$ cat config.mk
export PLATFORM = sky130hd
export DESIGN_NAME = ars_scaler
export DESIGN_NICKNAME = d
export VERILOG_FILES = /design/src/logic/ars_fifo.sv /design/src/shared/ars_pkg.sv /design/src/logic/ars_scaler.sv
export VERILOG_INCLUDE_DIRS = /design/src /design/src/shared
export SDC_FILE = /design/constraint.sdc
export NUM_CORES = 1
export LEC_CHECK = 0
export BUFFER_PORTS_ARGS = -buffer_cell sky130_fd_sc_hd__buf_2
export CAP_MARGIN = 20
export CELL_PAD_IN_SITES_DETAIL_PLACEMENT = 0
export CELL_PAD_IN_SITES_GLOBAL_PLACEMENT = 1
export CORE_MARGIN = 2
export CORE_UTILIZATION = 59
export CTS_CLUSTER_DIAMETER = 30
export CTS_CLUSTER_SIZE = 24
export DETAILED_ROUTE_END_ITERATION = 10
export HOLD_SLACK_MARGIN = 0.12
export PLACE_DENSITY = 0.84
export SYNTH_ARGS = -nofsm -noshare
export SYNTH_HDL_FRONTEND = slang
export SYNTH_SLANG_ARGS = --single-unit
$ cat constraint.sdc
create_clock -name core_clk -period 9.1 [get_ports core_clk]
set_input_delay 1.82 -clock core_clk [delete_from_list [all_inputs] [get_ports core_clk]]
set_output_delay 1.82 -clock core_clk [all_outputs]
set_load 0.02 [all_outputs]
$ cat src/shared/ars_params.svh
// Constants for the analog range scaler: codes, limits, resolution.
// Assumes the includer is a design file of the range scaler.
// Overview of operation
// - Nominal top 27648, overrange to 32511, else 32767
// - 1-5 V: underrange to -4864, then wire break
// - 0-10 V: overflow above 11.759, underflow below -1.759
// - Bipolar voltage: -27648 nominal, -32512 limit, then -32768
// - 80 mV range uses symmetric bipolar mapping
// - 0-20 mA: underrange to -4864, then underflow
// - 4-20 mA: below 1.185 mA reports wire break
// - 20 mA bipolar: symmetric mapping, -32512 then underflow
// - Resistance ranges unipolar, never negative codes
// - Output is 16-bit two's complement, sign bit 15
// - Low resolution left aligned, low bits zero except in the 7FFF codes
`ifndef ARS_PARAMS_SVH
`define ARS_PARAMS_SVH
`define ARS_NOM_POS 17'sh06C00
`define ARS_NOM_NEG -17'sh06C00
`define ARS_OVR_POS 17'sh07EFF
`define ARS_OVR_NEG -17'sh07F00
`define ARS_UNI_UND -17'sh01300
`define ARS_CODE_OVF 16'h7FFF
`define ARS_CODE_UDF 16'h8000
`define ARS_CODE_WB 16'h7FFF
`define ARS_SIGN_BIT 15
`define ARS_RES_BITS 15
`endif

$ cat src/logic/ars_fifo.sv
// Slot for the output FIFO of the analog range scaler.
// The FIFO module sits in the scaler top file, so one file holds the logic.

$ cat src/shared/ars_pkg.sv
// Types for the analog range scaler.
// Assumes nothing of its surroundings.
package ars_pkg;
  // Measuring range selections
  typedef enum logic [3:0] {
    ARS_R_1_5V, ARS_R_0_10V, ARS_R_PM5V, ARS_R_PM10V, ARS_R_PM80MV,
    ARS_R_0_20MA, ARS_R_4_20MA, ARS_R_PM20MA,
    ARS_R_150R, ARS_R_300R, ARS_R_600R, ARS_R_3K
  } ars_range_t;
  // Range status classes
  typedef enum logic [2:0] {
    ARS_S_NOMINAL, ARS_S_OVERRANGE, ARS_S_UNDERRANGE,
    ARS_S_OVERFLOW, ARS_S_UNDERFLOW, ARS_S_WIREBREAK
  } ars_status_t;
endpackage

$ cat src/logic/ars_scaler.sv
// Top of the analog range scaler: classifies, codes, buffers output.
// Assumes raw samples already scaled so nominal top is 27648 counts,
// synchronous inputs, and a sink that may stall.
`timescale 1ns/1ps
`include "ars_params.svh"
module ars_scaler #(
  parameter int RES_BITS = `ARS_RES_BITS,
  parameter int DEPTH = 32
) (
  // Clock and reset
  input wire logic core_clk,
  input wire logic rst_n,
  // Range selection, held stable while running
  input wire ars_pkg::ars_range_t range_sel,
  // Converter sample: signed, 27648 counts per nominal span
  input wire logic samp_valid,
  output logic samp_ready,
  input wire logic signed [16:0] samp_raw,
  // Process image output
  output logic val_valid,
  input wire logic val_ready,
  output logic [15:0] val_code,
  output ars_pkg::ars_status_t val_status
);
  // Output register stage after the FIFO
  logic val_valid_r, val_valid_nxt;
  logic [15:0] val_code_r, val_code_nxt;
  ars_pkg::ars_status_t val_status_r, val_status_nxt;
  // Classification results
  logic [15:0] code_c, code_q;
  ars_pkg::ars_status_t stat_c;
  logic bip_c, res_c, wb_c;
  logic [18:0] fifo_in, fifo_out;
  logic fifo_valid, fifo_pop;
  logic [15:0] res_mask;
  // Sample quantised to the converter resolution
  logic signed [16:0] samp_m;

  // Mask of bits kept by the converter resolution
  assign res_mask = 16'hFFFF << (15 - RES_BITS);
  // Classify the quantised value so status and code never disagree
  assign samp_m = samp_raw & {1'b1, res_mask};

  // Range classification and saturation
  always_comb begin
    bip_c = (range_sel == ars_pkg::ARS_R_PM5V) ||
            (range_sel == ars_pkg::ARS_R_PM10V) ||
            (range_sel == ars_pkg::ARS_R_PM80MV) ||
            (range_sel == ars_pkg::ARS_R_PM20MA);
    res_c = (range_sel >= ars_pkg::ARS_R_150R);
    // Live-zero ranges report wire break instead of underflow
    wb_c = (range_sel == ars_pkg::ARS_R_1_5V) ||
           (range_sel == ars_pkg::ARS_R_4_20MA);
    code_c = samp_m[15:0];
    stat_c = ars_pkg::ARS_S_NOMINAL;
    if (samp_m > `ARS_OVR_POS) begin
      code_c = `ARS_CODE_OVF;
      stat_c = ars_pkg::ARS_S_OVERFLOW;
    end else if (samp_m > `ARS_NOM_POS) begin
      stat_c = ars_pkg::ARS_S_OVERRANGE;
    end else if (res_c && samp_m < 17'sh0) begin
      code_c = 16'h0000;
    end else if (bip_c && samp_m < `ARS_OVR_NEG) begin
      code_c = `ARS_CODE_UDF;
      stat_c = ars_pkg::ARS_S_UNDERFLOW;
    end else if (bip_c && samp_m < `ARS_NOM_NEG) begin
      stat_c = ars_pkg::ARS_S_UNDERRANGE;
    end else if (!bip_c && !res_c && samp_m < `ARS_UNI_UND) begin
      if (wb_c) begin
        code_c = `ARS_CODE_WB;
        stat_c = ars_pkg::ARS_S_WIREBREAK;
      end else begin
        code_c = `ARS_CODE_UDF;
        stat_c = ars_pkg::ARS_S_UNDERFLOW;
      end
    end else if (!bip_c && !res_c && samp_m < 17'sh0) begin
      stat_c = ars_pkg::ARS_S_UNDERRANGE;
    end
  end

  assign fifo_in = {stat_c, code_c};

  // Buffer between converter and process image
  ars_fifo #(.WIDTH(19), .DEPTH(DEPTH)) u_fifo (
    .core_clk(core_clk),
    .rst_n(rst_n),
    .in_valid(samp_valid),
    .in_ready(samp_ready),
    .in_data(fifo_in),
    .out_valid(fifo_valid),
    .out_ready(fifo_pop),
    .out_data(fifo_out)
  );

  // Refill output stage when empty or being taken
  assign fifo_pop = !val_valid_r || val_ready;
  assign code_q = fifo_out[15:0];

  // Output stage next state
  always_comb begin
    val_valid_nxt = val_valid_r;
    val_code_nxt = val_code_r;
    val_status_nxt = val_status_r;
    if (fifo_pop) begin
      val_valid_nxt = fifo_valid;
      if (fifo_valid) begin
        val_code_nxt = code_q;
        val_status_nxt = ars_pkg::ars_status_t'(fifo_out[18:16]);
      end
    end
  end

  // Output stage registers
  always_ff @(posedge core_clk or negedge rst_n) begin
    if (!rst_n) begin
      val_valid_r <= 1'b0;
      val_code_r <= 16'h0000;
      val_status_r <= ars_pkg::ARS_S_NOMINAL;
    end else begin
      val_valid_r <= val_valid_nxt;
      val_code_r <= val_code_nxt;
      val_status_r <= val_status_nxt;
    end
  end

  assign val_valid = val_valid_r;
  assign val_code = val_code_r;
  assign val_status = val_status_r;

  // Overflow code tied to overflow status
  a_ovf_code: assert property (@(posedge core_clk)
    disable iff (!rst_n)
    val_valid && val_status == ars_pkg::ARS_S_OVERFLOW |->
    val_code == `ARS_CODE_OVF) else $error("overflow code wrong");
  // Overrange codes stay inside 27649..32511
  a_ovr_span: assert property (@(posedge core_clk)
    disable iff (!rst_n)
    val_valid && val_status == ars_pkg::ARS_S_OVERRANGE |->
    $signed(val_code) > `ARS_NOM_POS && $signed(val_code) <= `ARS_OVR_POS)
    else $error("overrange code out of span");
  // Wire break code value
  a_wb_code: assert property (@(posedge core_clk)
    disable iff (!rst_n)
    val_valid && val_status == ars_pkg::ARS_S_WIREBREAK |->
    val_code == `ARS_CODE_WB) else $error("wire break code wrong");
  // Underflow code value
  a_udf_code: assert property (@(posedge core_clk)
    disable iff (!rst_n)
    val_valid && val_status == ars_pkg::ARS_S_UNDERFLOW |->
    val_code == `ARS_CODE_UDF) else $error("underflow code wrong");
  // Underrange codes negative and no deeper than the bipolar limit
  a_udr_span: assert property (@(posedge core_clk)
    disable iff (!rst_n)
    val_valid && val_status == ars_pkg::ARS_S_UNDERRANGE |->
    val_code[15] && $signed(val_code) >= `ARS_OVR_NEG)
    else $error("underrange code out of span");
  // Unipolar underrange limit
  a_uni_under: assert property (@(posedge core_clk)
    disable iff (!rst_n)
    samp_valid && samp_ready && !bip_c && !res_c &&
    samp_raw < `ARS_UNI_UND |-> stat_c != ars_pkg::ARS_S_UNDERRANGE)
    else $error("unipolar underrange too deep");
  // Bipolar underrange limit
  a_bip_under: assert property (@(posedge core_clk)
    disable iff (!rst_n)
    samp_valid && bip_c && samp_raw < `ARS_OVR_NEG |->
    stat_c == ars_pkg::ARS_S_UNDERFLOW)
    else $error("bipolar underflow missed");
  // Resistance never negative
  a_res_pos: assert property (@(posedge core_clk)
    disable iff (!rst_n)
    samp_valid && res_c |-> !code_c[15] || stat_c ==
    ars_pkg::ARS_S_OVERFLOW) else $error("negative resistance");
  // Unused low bits zero in nominal codes
  a_low_zero: assert property (@(posedge core_clk)
    disable iff (!rst_n)
    val_valid && val_status == ars_pkg::ARS_S_NOMINAL |->
    (val_code & ~res_mask) == 16'h0000)
    else $error("low bits not zero");
  // Accepted sample reaches the output two edges later when empty
  a_pass_thru: assert property (@(posedge core_clk)
    disable iff (!rst_n)
    samp_valid && samp_ready && !val_valid && !fifo_valid |->
    ##2 val_valid) else $error("sample not delivered");
endmodule

// Valid/ready FIFO for the scaled value stream, one clock domain
module ars_fifo #(
  parameter int WIDTH = 19,
  parameter int DEPTH = 32
) (
  // Clock and reset
  input wire logic core_clk,
  input wire logic rst_n,
  // Fill side
  input wire logic in_valid,
  output logic in_ready,
  input wire logic [WIDTH-1:0] in_data,
  // Drain side
  output logic out_valid,
  input wire logic out_ready,
  output logic [WIDTH-1:0] out_data
);
  localparam int AW = $clog2(DEPTH);
  // Storage array, no reset needed
  logic [WIDTH-1:0] mem [DEPTH];
  logic [AW-1:0] wp_r, wp_nxt, rp_r, rp_nxt;
  logic [AW:0] cnt_r, cnt_nxt;
  // Not-full flag kept in a flop so ready leaves the top unbuffered
  logic in_ready_r, in_ready_nxt;
  logic push, pop;
  // Handshakes and pointer updates
  always_comb begin
    push = in_valid && in_ready_r;
    pop = out_valid && out_ready;
    wp_nxt = push ? wp_r + 1'b1 : wp_r;
    rp_nxt = pop ? rp_r + 1'b1 : rp_r;
    cnt_nxt = cnt_r + {{AW{1'b0}}, push} - {{AW{1'b0}}, pop};
    // Worked from the next count, so it matches the count register
    in_ready_nxt = (cnt_nxt != (AW+1)'(DEPTH));
  end
  // Full stalls the source, empty hides data
  assign in_ready = in_ready_r;
  assign out_valid = (cnt_r != '0);
  assign out_data = mem[rp_r];
  // Register state
  always_ff @(posedge core_clk or negedge rst_n) begin
    if (!rst_n) begin
      wp_r <= '0;
      rp_r <= '0;
      cnt_r <= '0;
      in_ready_r <= 1'b1;
    end else begin
      wp_r <= wp_nxt;
      rp_r <= rp_nxt;
      cnt_r <= cnt_nxt;
      in_ready_r <= in_ready_nxt;
    end
  end
  // Write port
  always_ff @(posedge core_clk) begin
    if (push) begin
      mem[wp_r] <= in_data;
    end
  end
endmodule

==> results of run 1 <==
## report_power, final
group	switching, W	leakage (nW)	internal, W
Sequential	0.000196	5.91	0.00357
Combinational	0.00148	2.45	0.000985
Clock	0.00144	1.89	0.00280
Total	0.00311	10.2	0.00735
## critical path, stage by stage
cell and delay [ps]:
buf_2 580, nand2b_1 330, nor3_1 90, o21a_1 200, nor2_4 700, o311ai_4 550
## per-stage QoR
stage	power, W	cells	area [µm²]	setup WS, ps	hold slack, ps
after floorplan	0.00544	1313	25400	3870	458
after global placement	0.00615	1855	26600	4440	529
after detailed placement	0.00622	1857	26600	4380	527
after CTS	0.0105	2068	30500	5040	548
after global routing	0.0108	2077	30700	4910	568
final	0.0105	2077	30700	5010	547
## cell usage in the layout (no fill, tap or decap), types with 3 or more instances in the layout
master	count
nand2_1	42
o21ai_0	7
mux4_2	103
inv_6	12
clkinv_4	9
nor3_1	10
or3_1	3
nor2_4	34
clkinvlp_4	9
nand3b_1	4
a21oi_1	5
a211oi_1	35
nand3_1	3
buf_4	24
nand2b_1	4
o22ai_1	38
dfrtp_1	33
inv_1	17
o311ai_4	10
o311ai_2	3
clkinv_2	21
buf_8	8
nor2_1	43
bufinv_16	17
a22oi_1	30
edfxtp_1	608
ha_1	13
mux2_2	35
buf_2	45
clkbuf_1	9
a2111oi_0	23
mux2i_1	71
nor2b_1	14
clkbuf_16	115
or3b_2	3
nor4_1	3
xnor2_1	8
clkinv_1	16
xor2_1	4
## how the worst max path moves through the flow
stage / start / endpoint
floorplan: range_sel[2] / u_fifo.mem[0][0]$_DFFE_PP_
global placement: range_sel[3] / u_fifo.mem[20][7]$_DFFE_PP_
detailed placement: range_sel[3] / u_fifo.mem[28][7]$_DFFE_PP_
CTS: range_sel[3] / u_fifo.mem[30][7]$_DFFE_PP_
global route: range_sel[3] / u_fifo.mem[25][4]$_DFFE_PP_
finish: range_sel[3] / u_fifo.mem[24][9]$_DFFE_PP_
## routing by layer
| layer | vias to the layer above | GRT usage [%] | wire length [µm] |
|---|---|---|---|
| li1 | 5680 | - | - |
| met1 | 7151 | 39.6 | 24300 |
| met2 | 882 | 50.0 | 33000 |
| met3 | 174 | 5.71 | 5800 |
| met4 | 2 | 13.1 | 2670 |
| met5 | - | 0 | 13 |
## flip-flops by register name, summed over array words and instances (netlist names)
register,count
u_fifo.mem,608
val_code,16
u_fifo.cnt_r,6
u_fifo.rp_r,5
u_fifo.wp_r,5
val_status,3
u_fifo.in_ready,1
val_valid,1
## layout make-up
class / instances / area share (%)
Sequential cell: 645 / 62.6
Multi-Input combinational cell: 576 / 20.4
Clock buffer: 126 / 9.59
Clock inverter: 85 / 3.06
Tap cell: 546 / 2.23
Timing Repair Buffer: 81 / 1.92
Inverter: 18 / 0.220
## cells by family (layout without fill, tap and decap cells)
family | count (synthesis) | count (layout) | share of synthesized area, %
AO/OA/AOI/OAI | 166 | 166 | 4.85
XOR/XNOR | 12 | 12 | 0.414
adder cells (fa/ha/maj) | 14 | 14 | 0.719
buffers and inverters | 92 | 310 | 1.82
flip-flops | 645 | 645 | 75.5
multiplexers | 210 | 210 | 13.5
AND/OR/NAND/NOR | 174 | 174 | 3.15
==> impl_metrics.json, run 1 <==
{
  "status": "completed",
  "max_clock_freq_ghz": 0.245,
  "grt_pass1_wl_um": 94100,
  "final_util_pct": 71.6,
  "finalSetupViolations": 0,
  "syn_area_mm2": 0.0254,
  "synth_fp_nets": 1352,
  "wirelength_um": 65800,
  "via_count": 13900,
  "synth_top_cell_area_share_pct": 71.9,
  "final-hold-violation-count": 0,
  "worstMarginPinSlew_ps": 1120,
  "hold_end": "u_fifo.rp_r[4]$_DFFE_PN0P_",
  "rsz0062_at_grt": "false",
  "reg2reg_from": "u_fifo.rp_r[1]$_DFFE_PN0P_",
  "nets": 1472,
  "ctsResizeCount": 0,
  "grt_pass1_vias": 14200,
  "min_period_ps": 4090,
  "cp-start-kind": "input port",
  "core_area_mm2": 0.0428,
  "die_y_um": 212,
  "cts_setup_buffers": 0,
  "seqCellArea_mm2": 0.0192,
  "drt_iter0_drc": 1587,
  "ys_top_cells_by_count": "edfxtp_1 (608), mux4_2 (103), nor2_1 (78), mux2i_1 (71), nand2_1 (42)",
  "hold_class": "reg2reg",
  "wl_per_cell_um": 31.7,
  "max-slew-margin-rel_pct": 25.0,
  "timing.final.crit_share_pct": 44.9,
  "synth.most_common_cell": "edfxtp_1",
  "cts.sinks": 645,
  "die-area_mm2": 0.0447,
  "ys_seq_elements": 645,
  "synth_edf_count": 608,
  "h-tree-depth": 3,
  "powerDensity_mw_per_mm2": 341,
  "gp_congestion": 0.832,
  "initial_utilization_pct": 59.4,
  "worst-path-max-fanout": 32,
  "cts_hold_buf": 0,
  "critical_path_arrival_ps": 4290,
  "path_clk_slew_ps": 50,
  "tns_ps": 0,
  "post-route-drc-count": 0,
  "ys_seq_area_share_pct": 75.5,
  "cts_root_buf": "clkbuf_16",
  "synth.distinct_cells": 54,
  "ios": 46,
  "antenna_found_initial": 1,
  "synth.avg_cell_area_um2": 19.3,
  "grt_max_degree": 79,
  "antenna_left": 0,
  "fin_skew_ps": 16.2,
  "synth_flop_cell": "edfxtp_1",
  "vias_per_cell": 6.69,
  "multi_input_area_mm2": 0.00624,
  "synth_area_leaders": "edfxtp_1 (72%), mux4_2 (9.1%), dfrtp_1 (3.5%), mux2i_1 (2.8%), mux2_2 (1.6%)",
  "drive_gt1_share_pct": 30.6,
  "fp.dieW_um": 212,
  "worstRegToRegCells": 6,
  "reg2reg_slack_ps": 5420,
  "clk_path_buf_depth": 3,
  "cts_buffers": 111,
  "peakVddDrop_v": 0.000379,
  "syn_inst": 1313,
  "drt_pass1_iterations": 5,
  "cts_tree": "built",
  "cp.required_ps": 9310,
  "clock_latency_ps": 640,
  "hp-start": "u_fifo.rp_r[4]$_DFFE_PN0P_",
  "synth_area_leader_cell": "edfxtp_1",
  "crit_type": "in2reg",
  "hold_depth": 1,
  "async_flop_share_pct": 5.74,
  "fp-row-count": 76,
  "place_hpwl_um": 33500,
  "worst_r2r_endpoint": "val_code[7]$_DFFE_PN0P_",
  "num-fill-cells": 2451,
  "cap_violations": 0,
  "slew_viol_final": 0,
  "place.port_buffers": 45,
  "ys_warn_count": 0,
  "end_kind": "flop",
  "antenna_cells": 0,
  "area_growth_syn_to_layout_pct": 20.7,
  "power.leakage_nw": 10.2,
  "grt.total_usage_pct": 30.1,
  "grt.overflow.total": 0
}
(Power assumes the default switching activity.)
==> run 2: changes to the inputs <==
--- a/config.mk
+++ b/config.mk
@@ -11,12 +11,12 @@
 export CELL_PAD_IN_SITES_DETAIL_PLACEMENT = 0
 export CELL_PAD_IN_SITES_GLOBAL_PLACEMENT = 1
 export CORE_MARGIN = 2
-export CORE_UTILIZATION = 59
+export CORE_UTILIZATION = 50
 export CTS_CLUSTER_DIAMETER = 30
 export CTS_CLUSTER_SIZE = 24
 export DETAILED_ROUTE_END_ITERATION = 10
 export HOLD_SLACK_MARGIN = 0.12
-export PLACE_DENSITY = 0.84
+export PLACE_DENSITY = 0.76
 export SYNTH_ARGS = -nofsm -noshare
 export SYNTH_HDL_FRONTEND = slang
 export SYNTH_SLANG_ARGS = --single-unit
==> constraint.sdc (replaced) <==
create_clock -name core_clk -period 3.6 [get_ports core_clk]
set_input_delay 0.72 -clock core_clk [delete_from_list [all_inputs] [get_ports core_clk]]
set_output_delay 0.72 -clock core_clk [all_outputs]
set_load 0.02 [all_outputs]
==> run 2 against run 1 <==
Clock power rose to 2.7 times the previous value. Sequential share of layout area down 1.6 points. Die area up 18%. Routed wire length down 8.1%. Critical path depth up 6. Worst setup slack worse by 4300 ps. Register-to-register slack worse by 4700 ps. Highest routed layer is now met4.
==> impl_metrics.json, run 2 (synthesis gave the netlist of run 1 again) <==
{
  "final-hold-violation-count": 0,
  "drive_gt1_share_pct": 34.5,
  "pwr-share-clk_pct": 41.7,
  "cp-start-kind": "flop",
  "cts_root_buf": "clkbuf_16",
  "fp.dieW_um": 229,
  "netSwitchingPower_w": 0.00770,
  "grt_pass1_wl_um": 90700,
  "top_register": "u_fifo.mem",
  "vias_per_cell": 5.97,
  "drt_pass1_iterations": 7,
  "wirelength_um": 60500,
  "min_period_ps": 2860,
  "grt_pass1_vias": 14300,
  "worstMarginPinSlew_ps": 991,
  "clk_path_buf_depth": 3,
  "crit_type": "reg2reg",
  "cp.required_ps": 4140,
  "status": "completed",
  "path_clk_slew_ps": 50,
  "grt.overflow.total": 0,
  "via_count": 13600,
  "worst-path-max-fanout": 3,
  "mostFrequentLayoutCells": "edfxtp_1 (608), clkbuf_16 (117), mux4_2 (103)",
  "pre_cts_slack_ps": 379,
  "max_clock_freq_ghz": 0.350,
  "cap_violations": 0,
  "fp-row-count": 82,
  "power.leakage_nw": 10.7,
  "initial_utilization_pct": 50.6,
  "stdcell_count": 2281,
  "dp_cells": 2056,
  "cts_setup_buffers": 0,
  "h-tree-depth": 3,
  "ctsResizeCount": 0,
  "cts_buffers": 114,
  "cts_hold_buf": 0,
  "core_area_mm2": 0.0502,
  "slew_viol_final": 0,
  "cts.sinks": 645,
  "antenna_cells": 0,
  "max-slew-margin-rel_pct": 33.9,
  "cts_tree": "built",
  "peakVddDrop_v": 0.000559,
  "antenna_left": 0,
  "area_growth_syn_to_layout_pct": 23.7,
  "antenna_found_initial": 0,
  "rsz0062_at_grt": "false",
  "die_y_um": 229,
  "timing.final.crit_share_pct": 79.4,
  "layout_commonest_cell": "edfxtp_1",
  "clock_latency_ps": 660,
  "nets": 1546,
  "p_seq_share_pct": 35.1,
  "ios": 46,
  "worst_slack_ps": 741,
  "combPwrFrac_pct": 23.2,
  "largest_reg_flops": 608,
  "post-route-drc-count": 0,
  "grt.total_usage_pct": 23.5,
  "gp_congestion": 0.799,
  "p_int_w": 0.0193,
  "grt_max_degree": 41,
  "fin_skew_ps": 30.2,
  "place.port_buffers": 45,
  "finalSetupViolations": 0,
  "critical_path_arrival_ps": 3400,
  "hold_class": "in2async",
  "wl_per_cell_um": 26.5,
  "die-area_mm2": 0.0526,
  "drt_iter0_drc": 1383,
  "end_kind": "flop",
  "powerDensity_mw_per_mm2": 859,
  "place_hpwl_um": 34900,
  "switching_share_pct": 28.5
}
## run 2: cell count changes in the layout (fill, tap and decap cells not counted), sizes merged
cell and change:
buf +71, bufinv +4, inv -4, clkinvlp +6, clkinv -6, clkbuf +7
## run 2: power groups by stage
stage	registers, W	clock network [W]	logic (W)
2_1_floorplan	0.00944	0	0.00430
3_3_place_gp	0.00958	0	0.00616
3_5_place_dp	0.00959	0	0.00626
4_1_cts	0.00947	0.0114	0.00631
5_1_grt	0.00952	0.0117	0.00672
6_report	0.00947	0.0113	0.00626
## run 2: per-stage QoR
step,TNS [ps],util (%),total power (W),area [µm²],hold WS [ps]
after CTS,0,62.4,0.0272,31300,204
after floorplan,-51240,-,0.0137,25400,424
after detailed placement,0,54.2,0.0159,27200,499
after global placement,0,54.2,0.0157,27200,498
final,0,62.7,0.0270,31400,220
after global routing,0,62.7,0.0280,31400,239
## run 2: area by class of cell
class                   count  area (µm²)
flip-flops and latches    645       19200
fillers                  3419       18700
multi-input cells         576        6080
clock buffers             133        3060
repair buffers            152        1140
clock inverters            85        1050
well taps                 672         841
inverters                  18        67.6
## run 2: final timing paths
kind | start | to | slack (ps) | depth (start not counted)
min reg2reg | u_fifo.rp_r[4]$_DFFE_PN0P_ | u_fifo.rp_r[4]$_DFFE_PN0P_ | 520 | 1
max reg2reg | u_fifo.cnt_r[2]$_DFF_PN0_ | u_fifo.in_ready$_DFF_PN1_ | 740 | 12
min in group core_clk | val_ready | val_valid$_DFFE_PN0N_ | 270 | 2
max | u_fifo.cnt_r[2]$_DFF_PN0_ | u_fifo.in_ready$_DFF_PN1_ | 740 | 12
min | rst_n | val_status[1]$_DFFE_PN0P_ | 220 | 1
max in group asynchronous | rst_n | u_fifo.in_ready$_DFF_PN1_ | 2540 | 2
## run 2: metal layers
metal  GRT usage [%]  vias to the layer above  share of wire, %
met5               0                        -                 0
met3            4.10                      100               6.9
met1            31.8                     7148                41
li1                -                     5818                 -
met2            38.2                      545                49
met4            9.09                        0               3.0
## run 2: critical path: stages (launching register included)
cell       delay [ps]
dfrtp_1           350
inv_1              70
ha_1              200
and4bb_2          250
a21oi_4           120
ha_1              200
inv_1              50
ha_1              260
a21o_1            170
a21oi_1           280
nor4b_1           100
a2111oi_0         540
nand4bb_1         170
==> run 3: changes to the inputs <==
--- a/config.mk
+++ b/config.mk
@@ -6,12 +6,13 @@
 export SDC_FILE = /design/constraint.sdc
 export NUM_CORES = 1
 export LEC_CHECK = 0
+export ABC_AREA = 1
 export BUFFER_PORTS_ARGS = -buffer_cell sky130_fd_sc_hd__buf_2
 export CAP_MARGIN = 20
 export CELL_PAD_IN_SITES_DETAIL_PLACEMENT = 0
 export CELL_PAD_IN_SITES_GLOBAL_PLACEMENT = 1
 export CORE_MARGIN = 2
-export CORE_UTILIZATION = 50
+export CORE_UTILIZATION = 46
 export CTS_CLUSTER_DIAMETER = 30
 export CTS_CLUSTER_SIZE = 24
 export DETAILED_ROUTE_END_ITERATION = 10
==> constraint.sdc (replaced) <==
create_clock -name core_clk -period 2.59 [get_ports core_clk]
set_input_delay 0.518 -clock core_clk [delete_from_list [all_inputs] [get_ports core_clk]]
set_output_delay 0.518 -clock core_clk [all_outputs]
set_load 0.02 [all_outputs]
==> run 3 against run 2 <==
Combinational power rose by 93%. Hold slack worse by 34 ps. Critical endpoint unchanged. Register-to-register slack worse by 580 ps. Worst setup slack worse by 580 ps.
==> impl_metrics.json, run 3 <==
{
  "synth.avg_cell_area_um2": 10.5,
  "reg2reg_from": "u_fifo.cnt_r[3]$_DFF_PN0_",
  "finalSetupViolations": 0,
  "drive_gt1_share_pct": 14.4,
  "synth_top_family_by_area": "simple AND/OR/NAND/NOR gates",
  "grt_max_degree": 67,
  "ys_top_cells_by_count": "nand2_1 (908), edfxtp_1 (608), nand3_1 (371), inv_1 (298), nor2_1 (158)",
  "place_hpwl_um": 40600,
  "synth.distinct_cells": 28,
  "ys_seq_elements": 645,
  "finalPower_w": 0.0420,
  "drt_pass1_iterations": 6,
  "clk_path_buf_depth": 3,
  "fp-row-count": 89,
  "synth.most_common_cell": "nand2_1",
  "post-route-drc-count": 0,
  "worst_r2r_endpoint": "u_fifo.in_ready$_DFF_PN1_",
  "cp.required_ps": 3210,
  "cts_root_buf": "clkbuf_16",
  "place.port_buffers": 45,
  "synth_mux_area_share_pct": 0,
  "path_clk_slew_ps": 50,
  "critical_path_arrival_ps": 3050,
  "core_area_mm2": 0.0592,
  "cp-start-kind": "flop",
  "status": "completed",
  "grt.overflow.total": 0,
  "wirelength_um": 71700,
  "max-slew-margin-rel_pct": 57.2,
  "switching_share_pct": 33.9,
  "num-fill-cells": 4856,
  "grt_pass1_vias": 18500,
  "fp.dieW_um": 249,
  "cap_violations": 0,
  "area_growth_syn_to_layout_pct": 22.6,
  "fin_skew_ps": 20.7,
  "syn_area_mm2": 0.0277,
  "cts.sinks": 645,
  "peakVddDrop_v": 0.000847,
  "grt_pass1_wl_um": 110000,
  "synth_area_leader_cell": "edfxtp_1",
  "wl_per_cell_um": 19.5,
  "die_y_um": 249,
  "h-tree-depth": 4,
  "antenna_left": 0,
  "worst-path-max-fanout": 2,
  "slew_viol_final": 0,
  "vias_per_cell": 5.18,
  "synth_xor_area_share_pct": 0.348,
  "nets": 2843,
  "synth_edf_count": 608,
  "syn_inst": 2640,
  "netSwitchingPower_w": 0.0142,
  "die-area_mm2": 0.0622,
  "met1_length_um": 32100,
  "grt.total_usage_pct": 23.5,
  "end_kind": "flop",
  "worstRegToRegCells": 15,
  "timing.final.crit_share_pct": 93.8,
  "ys_seq_area_share_pct": 69.2,
  "synth_flop_cell": "edfxtp_1",
  "hold_class": "in2reg",
  "power.leakage_nw": 14.1,
  "final-hold-violation-count": 0,
  "synth_top_cell_area_share_pct": 65.9,
  "max_clock_freq_ghz": 0.412,
  "synth_fp_nets": 2679,
  "largest_reg_flops": 608,
  "ios": 46,
  "dr_wl_met2_um": 33700,
  "synth_compound_area_share_pct": 1.28,
  "synthSimpleGateAreaFrac_pct": 21.8,
  "synthAdderAreaFrac_pct": 0.659,
  "hp-start": "samp_valid",
  "reg2reg_slack_ps": 160,
  "timing.hold.ws_ps": 186,
  "min_period_ps": 2430,
  "crit_type": "reg2reg",
  "wl_met3_um": 4360,
  "endpoint": "u_fifo.in_ready$_DFF_PN1_",
  "cp-startpoint": "u_fifo.cnt_r[3]$_DFF_PN0_",
  "antenna_found_initial": 1,
  "powerDensity_mw_per_mm2": 1230,
  "routed.top_layer": "met4",
  "synth_area_leaders": "edfxtp_1 (66%), nand2_1 (12%), nand3_1 (6.7%), inv_1 (4.0%), dfrtp_1 (3.3%)",
  "p_int_w": 0.0278,
  "combPwrFrac_pct": 28.8,
  "antenna_cells": 0,
  "async_flop_share_pct": 5.74,
  "top_register": "u_fifo.mem",
  "ys_warn_count": 0,
  "cts_buffers": 131,
  "initial_utilization_pct": 46.8,
  "p_seq_share_pct": 31.1,
  "via_count": 19100,
  "cts_tree": "built",
  "rsz0062_at_grt": "false",
  "worstMarginPinSlew_ps": 642,
  "layout_commonest_cell": "nand2_1",
  "pwr-share-clk_pct": 40.1,
  "clock_latency_ps": 700,
  "gp_congestion": 0.826,
  "drt_iter0_drc": 1552,
  "mostFrequentLayoutCells": "nand2_1 (907), edfxtp_1 (608), nand3_1 (371)"
}
[run 3: cell count changes in the layout (fill, tap and decap cells not counted), sizes merged, moves of 30 or more]
cell	delta
nor2	+81
o22ai	-38
mux4	-103
inv	+281
mux2	-36
nand3	+368
a21oi	+34
mux2i	-71
a22oi	-30
nand2	+868
a211oi	-35
[run 3: layer usage]
| metal | GRT usage [%] | vias up |
|---|---|---|
| met2 | 37.7 | 636 |
| met5 | 0 | - |
| met1 | 32.2 | 9219 |
| met3 | 4.34 | 105 |
| met4 | 8.55 | 0 |
| li1 | - | 9096 |
[run 3: metrics by stage]
step | util [%] | cells | cell area (µm²) | setup WS (ps) | setup TNS (ps)
floorplan | - | 2640 | 27700 | 1.84 | 0
global placement | 49.7 | 3440 | 29400 | 8.56 | 0
detailed placement | 49.7 | 3440 | 29400 | -0.544 | -0.544
CTS | 57.3 | 3678 | 33900 | 7.21 | 0
global route | 57.4 | 3680 | 34000 | 14.5 | 0
finish | 57.4 | 3680 | 34000 | 160 | 0
[run 3: logic make-up after synthesis]
kind of cell,after synthesis
and+or+nand+nor,1467
DFF,645
adders and majority gates,14
AOI/OAI and AO/OA,69
xor gates and xnor gates,11
buffers and inverters,434
[run 3: area by class of cell]
cell class | instances | area [µm²] | area share, %
multi-input cells | 1561 | 6800 | 20.0
flip-flops and latches | 645 | 19200 | 56.5
clock buffers | 159 | 3540 | 10.4
repair buffers | 164 | 1400 | 4.12
clock inverters | 77 | 943 | 2.78
well taps | 773 | 967 | 2.85
inverters | 301 | 1140 | 3.36
[run 3: timing repair]
| item | in CTS | in global routing |
|---|---|---|
| setup buffers | 0 | 2 |
| endpoints found under the setup margin | 1 | 2 |
| endpoints found under the hold margin | 19 | 0 |
| gates resized for setup | 0 | 11 |
| hold buffers | 2 | 0 |
| pin swaps | 2 | 5 |
[run 3: critical path, cell delays in order, from the launching register on]
cell and delay, ps:
dfrtp_1 390, inv_2 70, ha_2 160, nand4_1 110, nand2_2 100, inv_2 50
ha_4 230, inv_2 40, ha_2 160, inv_1 50, fa_2 360, o21ai_2 150
xor2_1 220, nand2_1 90, nor2_1 110, nand2_1 60
[run 3: worst min path at each step]
stage	to	slack [ps]	cells after the start
floorplan	u_fifo.cnt_r[0]$_DFF_PN0_	220	0
global placement	val_code[1]$_DFFE_PN0P_	460	2
detailed placement	val_code[0]$_DFFE_PN0P_	460	2
CTS	u_fifo.wp_r[0]$_DFFE_PN0P_	160	3
global route	u_fifo.wp_r[0]$_DFFE_PN0P_	170	3
finish	u_fifo.wp_r[0]$_DFFE_PN0P_	190	3
[run 3: power by group through the flow]
stage                     Combinational (W)  Clock, W  Sequential [W]
after floorplan                     0.00781         0          0.0132
after global placement               0.0119         0          0.0132
after detailed placement             0.0120         0          0.0132
after CTS                            0.0120    0.0170          0.0130
after global routing                 0.0134    0.0176          0.0131
final                                0.0121    0.0168          0.0130
